==> src/shared/gp4_defines.svh <==
// Behaviour
// - Port zero: eight bidirectional pins, output latch, per-bit direction register.
// - Port one: six bidirectional pins, output latch, per-bit direction register.
// - Port two: eight bidirectional pins, output latch, per-bit direction register.
// - Port three: two bidirectional pins, output latch, per-bit direction register.
// - Reset makes every pin an input; no driver enabled.
// - Port zero pull-ups: one shared bit for all eight input pins.
// - Port one pull-ups: one shared bit for all six input pins.
// - Port three pull-ups: one shared bit for both input pins.
// - Port two pull-ups: enabled bit by bit from their own register.
// - Port two pins carry interrupt, serial and timer peripheral signals.
// - Port three pins carry timer and buzzer outputs.
// - Each port has read and write strobes; write loads latch, read drives bus.
// - Control registers: four direction registers and two pull-up registers.
// - Direction bit 0 means output driving; 1 means input, driver off.
// - Shared pull-up never applies to a pin in output mode.
// - Port two pull-up follows its enable bit, whatever the direction.
// - Read gives latch for outputs, pin level for inputs; latch unchanged.
`ifndef GP4_DEFINES_SVH
`define GP4_DEFINES_SVH

`define GP4_IDX_DATA0   6'h00
`define GP4_IDX_DATA1   6'h01
`define GP4_IDX_DATA2   6'h02
`define GP4_IDX_DATA3   6'h03
`define GP4_IDX_DIR0    6'h04
`define GP4_IDX_DIR1    6'h05
`define GP4_IDX_DIR2    6'h06
`define GP4_IDX_DIR3    6'h07
`define GP4_IDX_PU_SH   6'h08
`define GP4_IDX_PU_P2   6'h09
`define GP4_IDX_ALT     6'h0a

`define GP4_DIR_RST     8'hff
`define GP4_PU_RST      8'h00
`define GP4_LATCH_RST   8'h00
`define GP4_ALT_RST     10'h000
`define GP4_PU_SH_MASK  8'h0b
`define GP4_PU_BIT_P0   0
`define GP4_PU_BIT_P1   1
`define GP4_PU_BIT_P3   3
`define GP4_ALT_P2_MASK 8'h83

`define GP4_LSB_P0      0
`define GP4_LSB_P1      8
`define GP4_LSB_P2      14
`define GP4_LSB_P3      22
`define GP4_PINS        24

`endif

==> src/shared/gp4_pkg.sv <==
package gp4_pkg;

	typedef struct packed {
		logic [23:0] out;
		logic [23:0] oe;
		logic [23:0] pu;
	} gp4_pads_type;

	typedef struct packed {
		logic serial_clock_pin;
		logic serial_data_in_pin;
		logic serial_slave_select_pin;
		logic ext_interrupt_0;
		logic ext_interrupt_1;
		logic ext_interrupt_2_capture;
		logic timer_a_in;
	} gp4_periph_in_type;

	typedef struct packed {
		logic serial_clock_pin;
		logic serial_data_out_pin;
		logic timer_a_out;
		logic timer_b_output;
		logic buzzer_output;
	} gp4_periph_out_type;

endpackage

==> src/hdl/gp4_top.sv <==
`timescale 1ns/10ps
`include "gp4_defines.svh"
module gp4_top (
	input  wire logic                        clk,
	input  wire logic                        rst,
	input  wire logic                        wb_cyc_i,
	input  wire logic                        wb_stb_i,
	input  wire logic                        wb_we_i,
	input  wire logic [7:0]                  wb_adr_i,
	input  wire logic [3:0]                  wb_sel_i,
	input  wire logic [31:0]                 wb_dat_i,
	output logic      [31:0]                 wb_dat_o,
	output logic                             wb_ack_o,
	input  wire logic [23:0]                 pin_in,
	output gp4_pkg::gp4_pads_type            pads_o,
	input  wire gp4_pkg::gp4_periph_out_type periph_out_i,
	output gp4_pkg::gp4_periph_in_type       periph_in_o
);
	logic [7:0] latch0_reg;
	logic [5:0] latch1_reg;
	logic [7:0] latch2_reg;
	logic [1:0] latch3_reg;
	logic [7:0] dir0_reg;
	logic [5:0] dir1_reg;
	logic [7:0] dir2_reg;
	logic [1:0] dir3_reg;
	logic [7:0] pu_shared_reg;
	logic [7:0] pu_p2_reg;
	logic [9:0] alt_sel_reg;
	logic [31:0] dat_next;
	logic [23:0] pin_sync;

	wire [5:0] idx;
	wire       access;
	wire       wr_stb;
	wire       rd_stb;
	wire [3:0] wr_port;
	wire [3:0] rd_port;
	wire       wr_dir;
	wire [7:0] pin0;
	wire [5:0] pin1;
	wire [7:0] pin2;
	wire [1:0] pin3;
	wire [7:0] alt_p2_val;
	wire [1:0] alt_p3_val;
	wire [7:0] alt_p2_en;

	function automatic logic [7:0] port_read(input logic [7:0] latch, input logic [7:0] dir,
		input logic [7:0] pin);
		port_read = (latch & ~dir) | (pin & dir);
	endfunction

	// Bus decode; a new access only starts while ack is low
	assign idx    = wb_adr_i[7:2];
	assign access = wb_cyc_i & wb_stb_i & ~wb_ack_o;
	assign wr_stb = access & wb_we_i & wb_sel_i[0];
	assign rd_stb = access & ~wb_we_i;
	assign wr_port[0] = wr_stb & (idx == `GP4_IDX_DATA0);
	assign wr_port[1] = wr_stb & (idx == `GP4_IDX_DATA1);
	assign wr_port[2] = wr_stb & (idx == `GP4_IDX_DATA2);
	assign wr_port[3] = wr_stb & (idx == `GP4_IDX_DATA3);
	assign rd_port[0] = rd_stb & (idx == `GP4_IDX_DATA0);
	assign rd_port[1] = rd_stb & (idx == `GP4_IDX_DATA1);
	assign rd_port[2] = rd_stb & (idx == `GP4_IDX_DATA2);
	assign rd_port[3] = rd_stb & (idx == `GP4_IDX_DATA3);
	assign wr_dir = wr_stb;

	assign pin0 = pin_sync[`GP4_LSB_P0 +: 8];
	assign pin1 = pin_sync[`GP4_LSB_P1 +: 6];
	assign pin2 = pin_sync[`GP4_LSB_P2 +: 8];
	assign pin3 = pin_sync[`GP4_LSB_P3 +: 2];

	// Only output-capable alternate functions can take a pin
	assign alt_p2_val = {periph_out_i.timer_a_out, 5'h00, periph_out_i.serial_data_out_pin,
		periph_out_i.serial_clock_pin};
	assign alt_p3_val = {periph_out_i.buzzer_output, periph_out_i.timer_b_output};
	assign alt_p2_en  = alt_sel_reg[7:0] & `GP4_ALT_P2_MASK;

	// Read mux; pin levels for inputs, latch for outputs
	always_comb begin
		dat_next = 32'h0000_0000;
		case (idx)
			`GP4_IDX_DATA0: dat_next[7:0] = port_read(latch0_reg, dir0_reg, pin0);
			`GP4_IDX_DATA1: dat_next[7:0] = port_read({2'h0, latch1_reg}, {2'h3, dir1_reg},
				{2'h0, pin1});
			`GP4_IDX_DATA2: dat_next[7:0] = port_read(latch2_reg, dir2_reg, pin2);
			`GP4_IDX_DATA3: dat_next[7:0] = port_read({6'h00, latch3_reg}, {6'h3f, dir3_reg},
				{6'h00, pin3});
			`GP4_IDX_DIR0:  dat_next[7:0] = dir0_reg;
			`GP4_IDX_DIR1:  dat_next[7:0] = {2'h3, dir1_reg};
			`GP4_IDX_DIR2:  dat_next[7:0] = dir2_reg;
			`GP4_IDX_DIR3:  dat_next[7:0] = {6'h3f, dir3_reg};
			`GP4_IDX_PU_SH: dat_next[7:0] = pu_shared_reg;
			`GP4_IDX_PU_P2: dat_next[7:0] = pu_p2_reg;
			`GP4_IDX_ALT:   dat_next[9:0] = alt_sel_reg;
			default:        dat_next = 32'h0000_0000;
		endcase
	end

	// Unmapped addresses still ack, read zero and ignore writes
	always_ff @(posedge clk or posedge rst) begin
		if (rst) begin
			wb_ack_o <= 1'b0;
			wb_dat_o <= 32'h0000_0000;
		end else begin
			wb_ack_o <= access;
			if (rd_stb) begin
				wb_dat_o <= dat_next;
			end
		end
	end

	// Latches load on write strobe only; reads never touch them
	always_ff @(posedge clk or posedge rst) begin
		if (rst) begin
			latch0_reg <= `GP4_LATCH_RST;
			latch1_reg <= 6'(`GP4_LATCH_RST);
			latch2_reg <= `GP4_LATCH_RST;
			latch3_reg <= 2'(`GP4_LATCH_RST);
		end else begin
			if (wr_port[0]) latch0_reg <= wb_dat_i[7:0];
			if (wr_port[1]) latch1_reg <= wb_dat_i[5:0];
			if (wr_port[2]) latch2_reg <= wb_dat_i[7:0];
			if (wr_port[3]) latch3_reg <= wb_dat_i[1:0];
		end
	end

	always_ff @(posedge clk or posedge rst) begin
		if (rst) begin
			dir0_reg      <= `GP4_DIR_RST;
			dir1_reg      <= 6'(`GP4_DIR_RST);
			dir2_reg      <= `GP4_DIR_RST;
			dir3_reg      <= 2'(`GP4_DIR_RST);
			pu_shared_reg <= `GP4_PU_RST;
			pu_p2_reg     <= `GP4_PU_RST;
			alt_sel_reg   <= `GP4_ALT_RST;
		end else if (wr_dir) begin
			case (idx)
				`GP4_IDX_DIR0:  dir0_reg <= wb_dat_i[7:0];
				`GP4_IDX_DIR1:  dir1_reg <= wb_dat_i[5:0];
				`GP4_IDX_DIR2:  dir2_reg <= wb_dat_i[7:0];
				`GP4_IDX_DIR3:  dir3_reg <= wb_dat_i[1:0];
				// Unused shared bits held at zero
				`GP4_IDX_PU_SH: pu_shared_reg <= wb_dat_i[7:0] & `GP4_PU_SH_MASK;
				`GP4_IDX_PU_P2: pu_p2_reg <= wb_dat_i[7:0];
				`GP4_IDX_ALT:   alt_sel_reg <= wb_dat_i[9:0];
				default:        alt_sel_reg <= alt_sel_reg;
			endcase
		end
	end

	gp4_sync #(.WIDTH(`GP4_PINS)) u_sync (
		.clk      (clk),
		.rst      (rst),
		.async_in (pin_in),
		.sync_out (pin_sync)
	);

	gp4_port_pad #(.WIDTH(8), .PER_BIT(1'b0)) u_pad0 (
		.clk      (clk),
		.rst      (rst),
		.latch    (latch0_reg),
		.dir      (dir0_reg),
		.alt_en   (8'h00),
		.alt_val  (8'h00),
		.pu_group (pu_shared_reg[`GP4_PU_BIT_P0]),
		.pu_bits  (8'h00),
		.pad_out  (pads_o.out[`GP4_LSB_P0 +: 8]),
		.pad_oe   (pads_o.oe[`GP4_LSB_P0 +: 8]),
		.pad_pu   (pads_o.pu[`GP4_LSB_P0 +: 8])
	);

	gp4_port_pad #(.WIDTH(6), .PER_BIT(1'b0)) u_pad1 (
		.clk      (clk),
		.rst      (rst),
		.latch    (latch1_reg),
		.dir      (dir1_reg),
		.alt_en   (6'h00),
		.alt_val  (6'h00),
		.pu_group (pu_shared_reg[`GP4_PU_BIT_P1]),
		.pu_bits  (6'h00),
		.pad_out  (pads_o.out[`GP4_LSB_P1 +: 6]),
		.pad_oe   (pads_o.oe[`GP4_LSB_P1 +: 6]),
		.pad_pu   (pads_o.pu[`GP4_LSB_P1 +: 6])
	);

	gp4_port_pad #(.WIDTH(8), .PER_BIT(1'b1)) u_pad2 (
		.clk      (clk),
		.rst      (rst),
		.latch    (latch2_reg),
		.dir      (dir2_reg),
		.alt_en   (alt_p2_en),
		.alt_val  (alt_p2_val),
		.pu_group (1'b0),
		.pu_bits  (pu_p2_reg),
		.pad_out  (pads_o.out[`GP4_LSB_P2 +: 8]),
		.pad_oe   (pads_o.oe[`GP4_LSB_P2 +: 8]),
		.pad_pu   (pads_o.pu[`GP4_LSB_P2 +: 8])
	);

	gp4_port_pad #(.WIDTH(2), .PER_BIT(1'b0)) u_pad3 (
		.clk      (clk),
		.rst      (rst),
		.latch    (latch3_reg),
		.dir      (dir3_reg),
		.alt_en   (alt_sel_reg[9:8]),
		.alt_val  (alt_p3_val),
		.pu_group (pu_shared_reg[`GP4_PU_BIT_P3]),
		.pu_bits  (2'h0),
		.pad_out  (pads_o.out[`GP4_LSB_P3 +: 2]),
		.pad_oe   (pads_o.oe[`GP4_LSB_P3 +: 2]),
		.pad_pu   (pads_o.pu[`GP4_LSB_P3 +: 2])
	);

	// Peripheral inputs tap the synchronised pins; always live, whatever the direction
	assign periph_in_o.serial_clock_pin        = pin2[0];
	assign periph_in_o.serial_data_in_pin      = pin2[2];
	assign periph_in_o.serial_slave_select_pin = pin2[3];
	assign periph_in_o.ext_interrupt_0         = pin2[4];
	assign periph_in_o.ext_interrupt_1         = pin2[5];
	assign periph_in_o.ext_interrupt_2_capture = pin2[6];
	assign periph_in_o.timer_a_in              = pin2[7];
endmodule

==> src/hdl/gp4_sync.sv <==
`timescale 1ns/10ps
module gp4_sync #(
	parameter int WIDTH = 24
) (
	input  wire logic             clk,
	input  wire logic             rst,
	input  wire logic [WIDTH-1:0] async_in,
	output logic      [WIDTH-1:0] sync_out
);
	logic [WIDTH-1:0] meta_reg;

	// First stage feeds only the second stage
	always_ff @(posedge clk or posedge rst) begin
		if (rst) begin
			meta_reg <= '0;
			sync_out <= '0;
		end else begin
			meta_reg <= async_in;
			sync_out <= meta_reg;
		end
	end
endmodule

==> src/hdl/gp4_port_pad.sv <==
`timescale 1ns/10ps
module gp4_port_pad #(
	parameter int WIDTH   = 8,
	parameter bit PER_BIT = 1'b0
) (
	input  wire logic             clk,
	input  wire logic             rst,
	input  wire logic [WIDTH-1:0] latch,
	input  wire logic [WIDTH-1:0] dir,
	input  wire logic [WIDTH-1:0] alt_en,
	input  wire logic [WIDTH-1:0] alt_val,
	input  wire logic             pu_group,
	input  wire logic [WIDTH-1:0] pu_bits,
	output logic      [WIDTH-1:0] pad_out,
	output logic      [WIDTH-1:0] pad_oe,
	output logic      [WIDTH-1:0] pad_pu
);
	wire [WIDTH-1:0] out_next;
	wire [WIDTH-1:0] oe_next;
	wire [WIDTH-1:0] pu_next;

	assign out_next = (alt_en & alt_val) | (~alt_en & latch);
	assign oe_next  = ~dir;
	// Group pull-up only on inputs; per-bit pull-up ignores direction
	assign pu_next  = PER_BIT ? pu_bits : ({WIDTH{pu_group}} & dir);

	always_ff @(posedge clk or posedge rst) begin
		if (rst) begin
			pad_out <= '0;
			pad_oe  <= '0;
			pad_pu  <= '0;
		end else begin
			pad_out <= out_next;
			pad_oe  <= oe_next;
			pad_pu  <= pu_next;
		end
	end
endmodule

==> config.mk <==
export PLATFORM = sky130hd
export DESIGN_NAME = gp4_top
export DESIGN_NICKNAME = d
export VERILOG_FILES = /design/src/shared/gp4_pkg.sv /design/src/hdl/gp4_top.sv /design/src/hdl/gp4_sync.sv /design/src/hdl/gp4_port_pad.sv
export VERILOG_INCLUDE_DIRS = /design/src /design/src/shared
export SDC_FILE = /design/constraint.sdc
export NUM_CORES = 1
export LEC_CHECK = 0
export BUFFER_PORTS_ARGS = -buffer_cell sky130_fd_sc_hd__buf_2
export CAP_MARGIN = 25
export CORE_ASPECT_RATIO = 1.1
export CORE_MARGIN = 2
export CORE_UTILIZATION = 57
export CTS_CLUSTER_DIAMETER = 60
export DETAILED_ROUTE_END_ITERATION = 12
export HOLD_SLACK_MARGIN = 0.05
export MAX_ROUTING_LAYER = met4
export PLACE_DENSITY = 0.88
export SLEW_MARGIN = 20
export SYNTH_ARGS = -nofsm -noshare
export SYNTH_HDL_FRONTEND = slang
export SYNTH_SLANG_ARGS = --single-unit
==> constraint.sdc <==
create_clock -name clk -period 10.65 [get_ports clk]
set_clock_uncertainty 0.15 [all_clocks]
set_input_delay 0.5325 -clock clk [delete_from_list [all_inputs] [get_ports clk]]
set_output_delay 0.5325 -clock clk [all_outputs]
set_load 0.05 [all_outputs]
---- Word level (Yosys, flattened, before mapping) ----
Index checks and enable logic that the tools add are counted.
operators by class
  multiplexer cells ....................... 2
  reductions and logical operators ........ 8
  bitwise gates (word level) .............. 40
  equal/unequal tests ..................... 10
operators by type and width
  kind                number
  $pmux 8 s11         1
  $and 8x8->8         7
  $not 8->8           5
  $or 8x8->8          5
  $eq 6x3->1 const B  4
  $eq 6x4->1 const B  3
  $and 2x8->8         2
  $and 6x8->8         2
  $reduce_and 2->1    7
  $eq 6x2->1 const B  2
  $and 1x1->1         9
  $and 2x2->2         3
  $and 6x6->6         1
  $eq 6x1->1 const B  1
  $logic_not 6->1     1
  $not 6->6           1
  $not 2->2           2
  $mux 2              1
  $not 1->1           2
  $or 2x2->2          1
word-level totals
  output and inout port bits .............. 112
  register bits ........................... 200

---- Logic depth before layout (Yosys ltp) ----
  depth in word-level cells ............... 5
  gate-level depth with buffers ........... 6
  mapped depth without buffers ............ 4

---- Hierarchy ----
A second synthesis with hierarchy kept.
second synthesis, totals
  cells, all modules ...................... 509
  area, all modules ....................... 7636.1 um^2
by module, submodules not included
  module                 area each (um^2)  instances  cells each  seq. area each (um^2)
  gp4_top                4063.9            1          320         2031.9
  gp4_sync               1204.9            1          49          1201.2
  gp4_port_pad (u_pad0)  804.5             1          49          600.6
  gp4_port_pad (u_pad2)  754.5             1          41          600.6
  gp4_port_pad (u_pad1)  604.3             1          37          450.4
  gp4_port_pad (u_pad3)  203.9             1          13          150.1

---- Worst setup path before layout ----
No wires, ideal clock.
  kind .................................... register to register
  start ................................... reg wb_ack_o
  end ..................................... reg pu_p2_reg[2]
  buffers on the path ..................... 1
  setup slack ............................. 8377 ps
  period minus slack after synthesis ...... 2273 ps
  required time ........................... 10375 ps
  arrival time ............................ 1998 ps
  setup time .............................. 125 ps
  cell stages (with the launch flop) ...... 6
  cells stage by stage .................... dfrtp_1 and3b_1 nand3_1 buf_2 nor3_2 mux2_2
on the way
  word-level cells in the longest chain between the ends .. 5
RTL lines
  element                     RTL line        source
  from (decl)                 gp4_top.sv:13   output logic wb_ack_o,
  from (signal assigned)      gp4_top.sv:106  wb_ack_o <= access;
  $not 1->1                   gp4_top.sv:55   assign access = wb_cyc_i & wb_stb_i & ~wb_ack_o;
  $and 1x1->1                 gp4_top.sv:55
  net access                  gp4_top.sv:34   wire access;
  $and 1x1->1 (2 in a row)    gp4_top.sv:56   assign wr_stb = access & wb_we_i & wb_sel_i[0];
  $reduce_and 2->1 (no line)  -
  to (signal assigned)        gp4_top.sv:135  pu_p2_reg <= `GP4_PU_RST;
  to (signal assigned)        gp4_top.sv:145  `GP4_IDX_PU_P2: pu_p2_reg <= wb_dat_i[7:0];
  to (decl)                   gp4_top.sv:28   logic [7:0] pu_p2_reg;
The timed path passes the listed nets, and every way through them passes these cells.
A chain may end at the register's enable or synchronous reset.

---- Worst setup path in the final report ----
  start ................................... in wb_adr_i[4]
  end ..................................... reg latch0_reg[1]
on the way
  word-level cells in the longest chain between the ends .. 2
RTL lines
  element               RTL line        source
  from (decl)           gp4_top.sv:9    input wire logic [7:0] wb_adr_i,
  $logic_not 6->1       -
  $and 1x1->1           gp4_top.sv:58   assign wr_port[0] = wr_stb & (idx == `GP4_IDX_DATA0);
  to (signal assigned)  gp4_top.sv:116  latch0_reg <= `GP4_LATCH_RST;
  to (signal assigned)  gp4_top.sv:121  if (wr_port[0]) latch0_reg <= wb_dat_i[7:0];
  to (decl)             gp4_top.sv:19   logic [7:0] latch0_reg;
Every way passes these cells.

==> flow_metrics.tcl <==
set metrics [dict create \
    setup_viol 0 \
    synth_top_area_share_pct 59.0 \
    place.detailed.hpwl_um 11300 \
    clockBufferDepth 2 \
    cts-buffers-inserted 17 \
    use_met3_pct 8.18 \
    grt_pass1_wl_um 27000 \
    slew_viol_final 0 \
    rows 43 \
    synth_area_leaders "dfrtp_1, mux2_2, dfstp_2, buf_4, mux2i_1" \
    gp_congestion 0.816 \
    dp.cells 790 \
    grtUsageTotal_pct 27.5 \
    failed_checks "DRC" \
    drv_cap 0 \
    grt_start_max_net_pins 125 \
    use_met2_pct 42.6 \
    grt_pass1_vias 4930 \
    pin_count 190 \
    required_ns 10.83 \
    antenna_found_initial 0 \
    syn2layout_area_growth_pct 21.3 \
    cp-startpoint "wb_adr_i[4]" \
    dr.pass1.iters 9 \
    crit_type "input port to register" \
    clk_pin_slew_worst_paths_ns 0.08 \
    vias 4823 \
    cts_sinks 200 \
    ir_drop_v 0.000150 \
    drtIter0Drc 424 \
    grt.busiest_layer "met2" \
    synthFlopType "dfrtp_1" \
    dieArea_um2 14000 \
    yosys-top-cells-count "dfrtp_1, mux2_2, buf_4" \
    syn_avg_cell_area_um2 14.6 \
    rsz0062_at_grt "no" \
    fmax_ghz 0.337 \
    die_h_um 124 \
    yosys.area.top_type "dfrtp_1" \
    diodes 0 \
    ys_ff_latch 200 \
    whs_ns 0.100 \
    antenna_left 0 \
    async_reset_ff_share_pct 100 \
    wl_per_cell_um 21.1 \
    io_buffers 140 \
    start_util_pct 58.8 \
    core_um2 12700 \
    die_w_um 113 \
    yosysWarnings 0 \
    insertion_delay_ns 0.44 \
    max-slew-margin-rel_pct 38.8 \
    drive_gt1_share_pct 42.2 \
    stdcell_area_um2 9050 \
    hold_viol 0 \
    cts_resized 0 \
    dpl_cell_area_um2 8210 \
    period_needed_ns 2.97 \
    cts-htree-levels 4 \
    crit_path_max_fanout 16 \
    worstMarginPinSlew_ns 0.918 \
    crit_arrival_ns 3.14 \
    finalNonFillerCells 846 \
    yosysMostFrequentCell "dfrtp_1" \
    power_density_nw_per_um2 174 \
    syn_inst 512 \
    drc 11 \
    finalCritPeriodShare_pct 27.8 \
    rr_endpoint "latch0_reg[1]" \
    power_leakage_nw 4.27 \
    synth_edf_count 0 \
    num-nets-final 754 \
    hp-class "input port to async pin" \
    syn-cell-area_um2 7470 \
    yosysSeqAreaShare_pct 67.4 \
    status "finished, violations left" \
    cp-endpoint "latch0_reg[1]" \
    cts_tree "built" \
    start_kind "input port" \
    timing.rr.start "wb_ack_o" \
    r2r.worst_path.cells 4 \
    fin_tns_setup_ns 0 \
    cp-end-kind "register" \
    r2r_slack_ns 7.80 \
    routed_wirelength_um 17800 \
    grtUsageMet1_pct 32.6 \
    overflow 0 \
    via_per_inst 5.70 \
    clockRootBuffer "clkbuf_16" \
    synth_cell_types 56 \
]
==> stage by stage <==
step	utilization [%]	total power, mW	worst slack [ns]
6_report	71.3	1.58	7.68
5_1_grt	71.3	1.63	7.67
4_1_cts	71.3	1.58	7.66
3_5_place_dp	64.6	0.927	7.19
3_3_place_gp	64.6	0.923	7.34
2_1_floorplan	-	0.897	4.55
==> kinds of logic (layout without fill, tap and decap cells) <==
logic type | Yosys count | in the layout | synth area share (%)
other cells | 1 | 22 | 0.0502
buf+inv | 70 | 226 | 5.08
mux | 95 | 95 | 14.3
simple gates | 83 | 83 | 7.11
compound gates | 63 | 63 | 6.02
flops | 200 | 200 | 67.4
==> worst max-delay path: stages <==
cell,delay (ns)
buf_2,0.23
nor4_2,0.75
buf_4,0.29
nand2_1,0.14
nor2_2,0.75
mux2_2,0.45
==> report_power, final <==
| part | leakage, nW | internal [mW] | total, mW | switching (mW) |
|---|---|---|---|---|
| clock network | 0.293 | 0.359 | 0.657 | 0.297 |
| registers | 2.46 | 0.783 | 0.796 | 0.0125 |
| logic | 1.51 | 0.0316 | 0.125 | 0.0934 |
==> worst min path at each step <==
stage                               end  slack, ns  depth (start not counted)
floorplan            u_sync.sync_out[0]       0.18                          0
global placement    u_sync.sync_out[16]       0.18                          0
detailed placement  u_sync.sync_out[19]       0.18                          0
CTS                   u_pad1.pad_out[3]       0.13                          2
global route             alt_sel_reg[8]       0.16                          2
finish                u_pad1.pad_out[3]       0.10                          2
==> final cells by class <==
| type | count | area, um^2 |
|---|---|---|
| inverters | 25 | 101 |
| clock inverters | 14 | 163 |
| flip-flops and latches | 200 | 5030 |
| well taps | 157 | 196 |
| multi-input cells | 263 | 2140 |
| repair buffers | 169 | 978 |
| clock buffers | 18 | 439 |
| fillers | 825 | 3640 |
==> cells in the final DEF (no fill, tap or decap), drive strengths merged, types with 2 or more instances in the layout <==
cell type,count
dfrtp,176
nand2b,2
mux2i,19
a221oi,2
nor2b,5
a2111oi,4
nand4,4
nor2,12
o22a,3
conb,22
a21o,3
clkbuf,18
nand3b,4
inv,32
o211ai,6
o21ai,9
dlygate4sd3,24
clkinv,3
buf,145
a22o,6
and2,17
nand3,2
a31oi,7
o22ai,3
bufinv,2
a41oi,2
a21oi,10
mux2,74
nand2,12
nor3,14
dfstp,24
mux4,2
clkinvlp,2
==> metal layers <==
metal	vias up	routed length, um
li1	2069	-
met1	2445	6800
met2	242	8810
met3	67	1440
met4	0	781
met5	-	0
==> repair_timing <==
action | in CTS | in global routing
hold buffers | 24 | 0
setup buffers | 0 | 0
endpoints found under the setup margin | 0 | 0
hold endpoints to repair | 24 | 0
No activity file was read; power rests on OpenSTA's default activity.
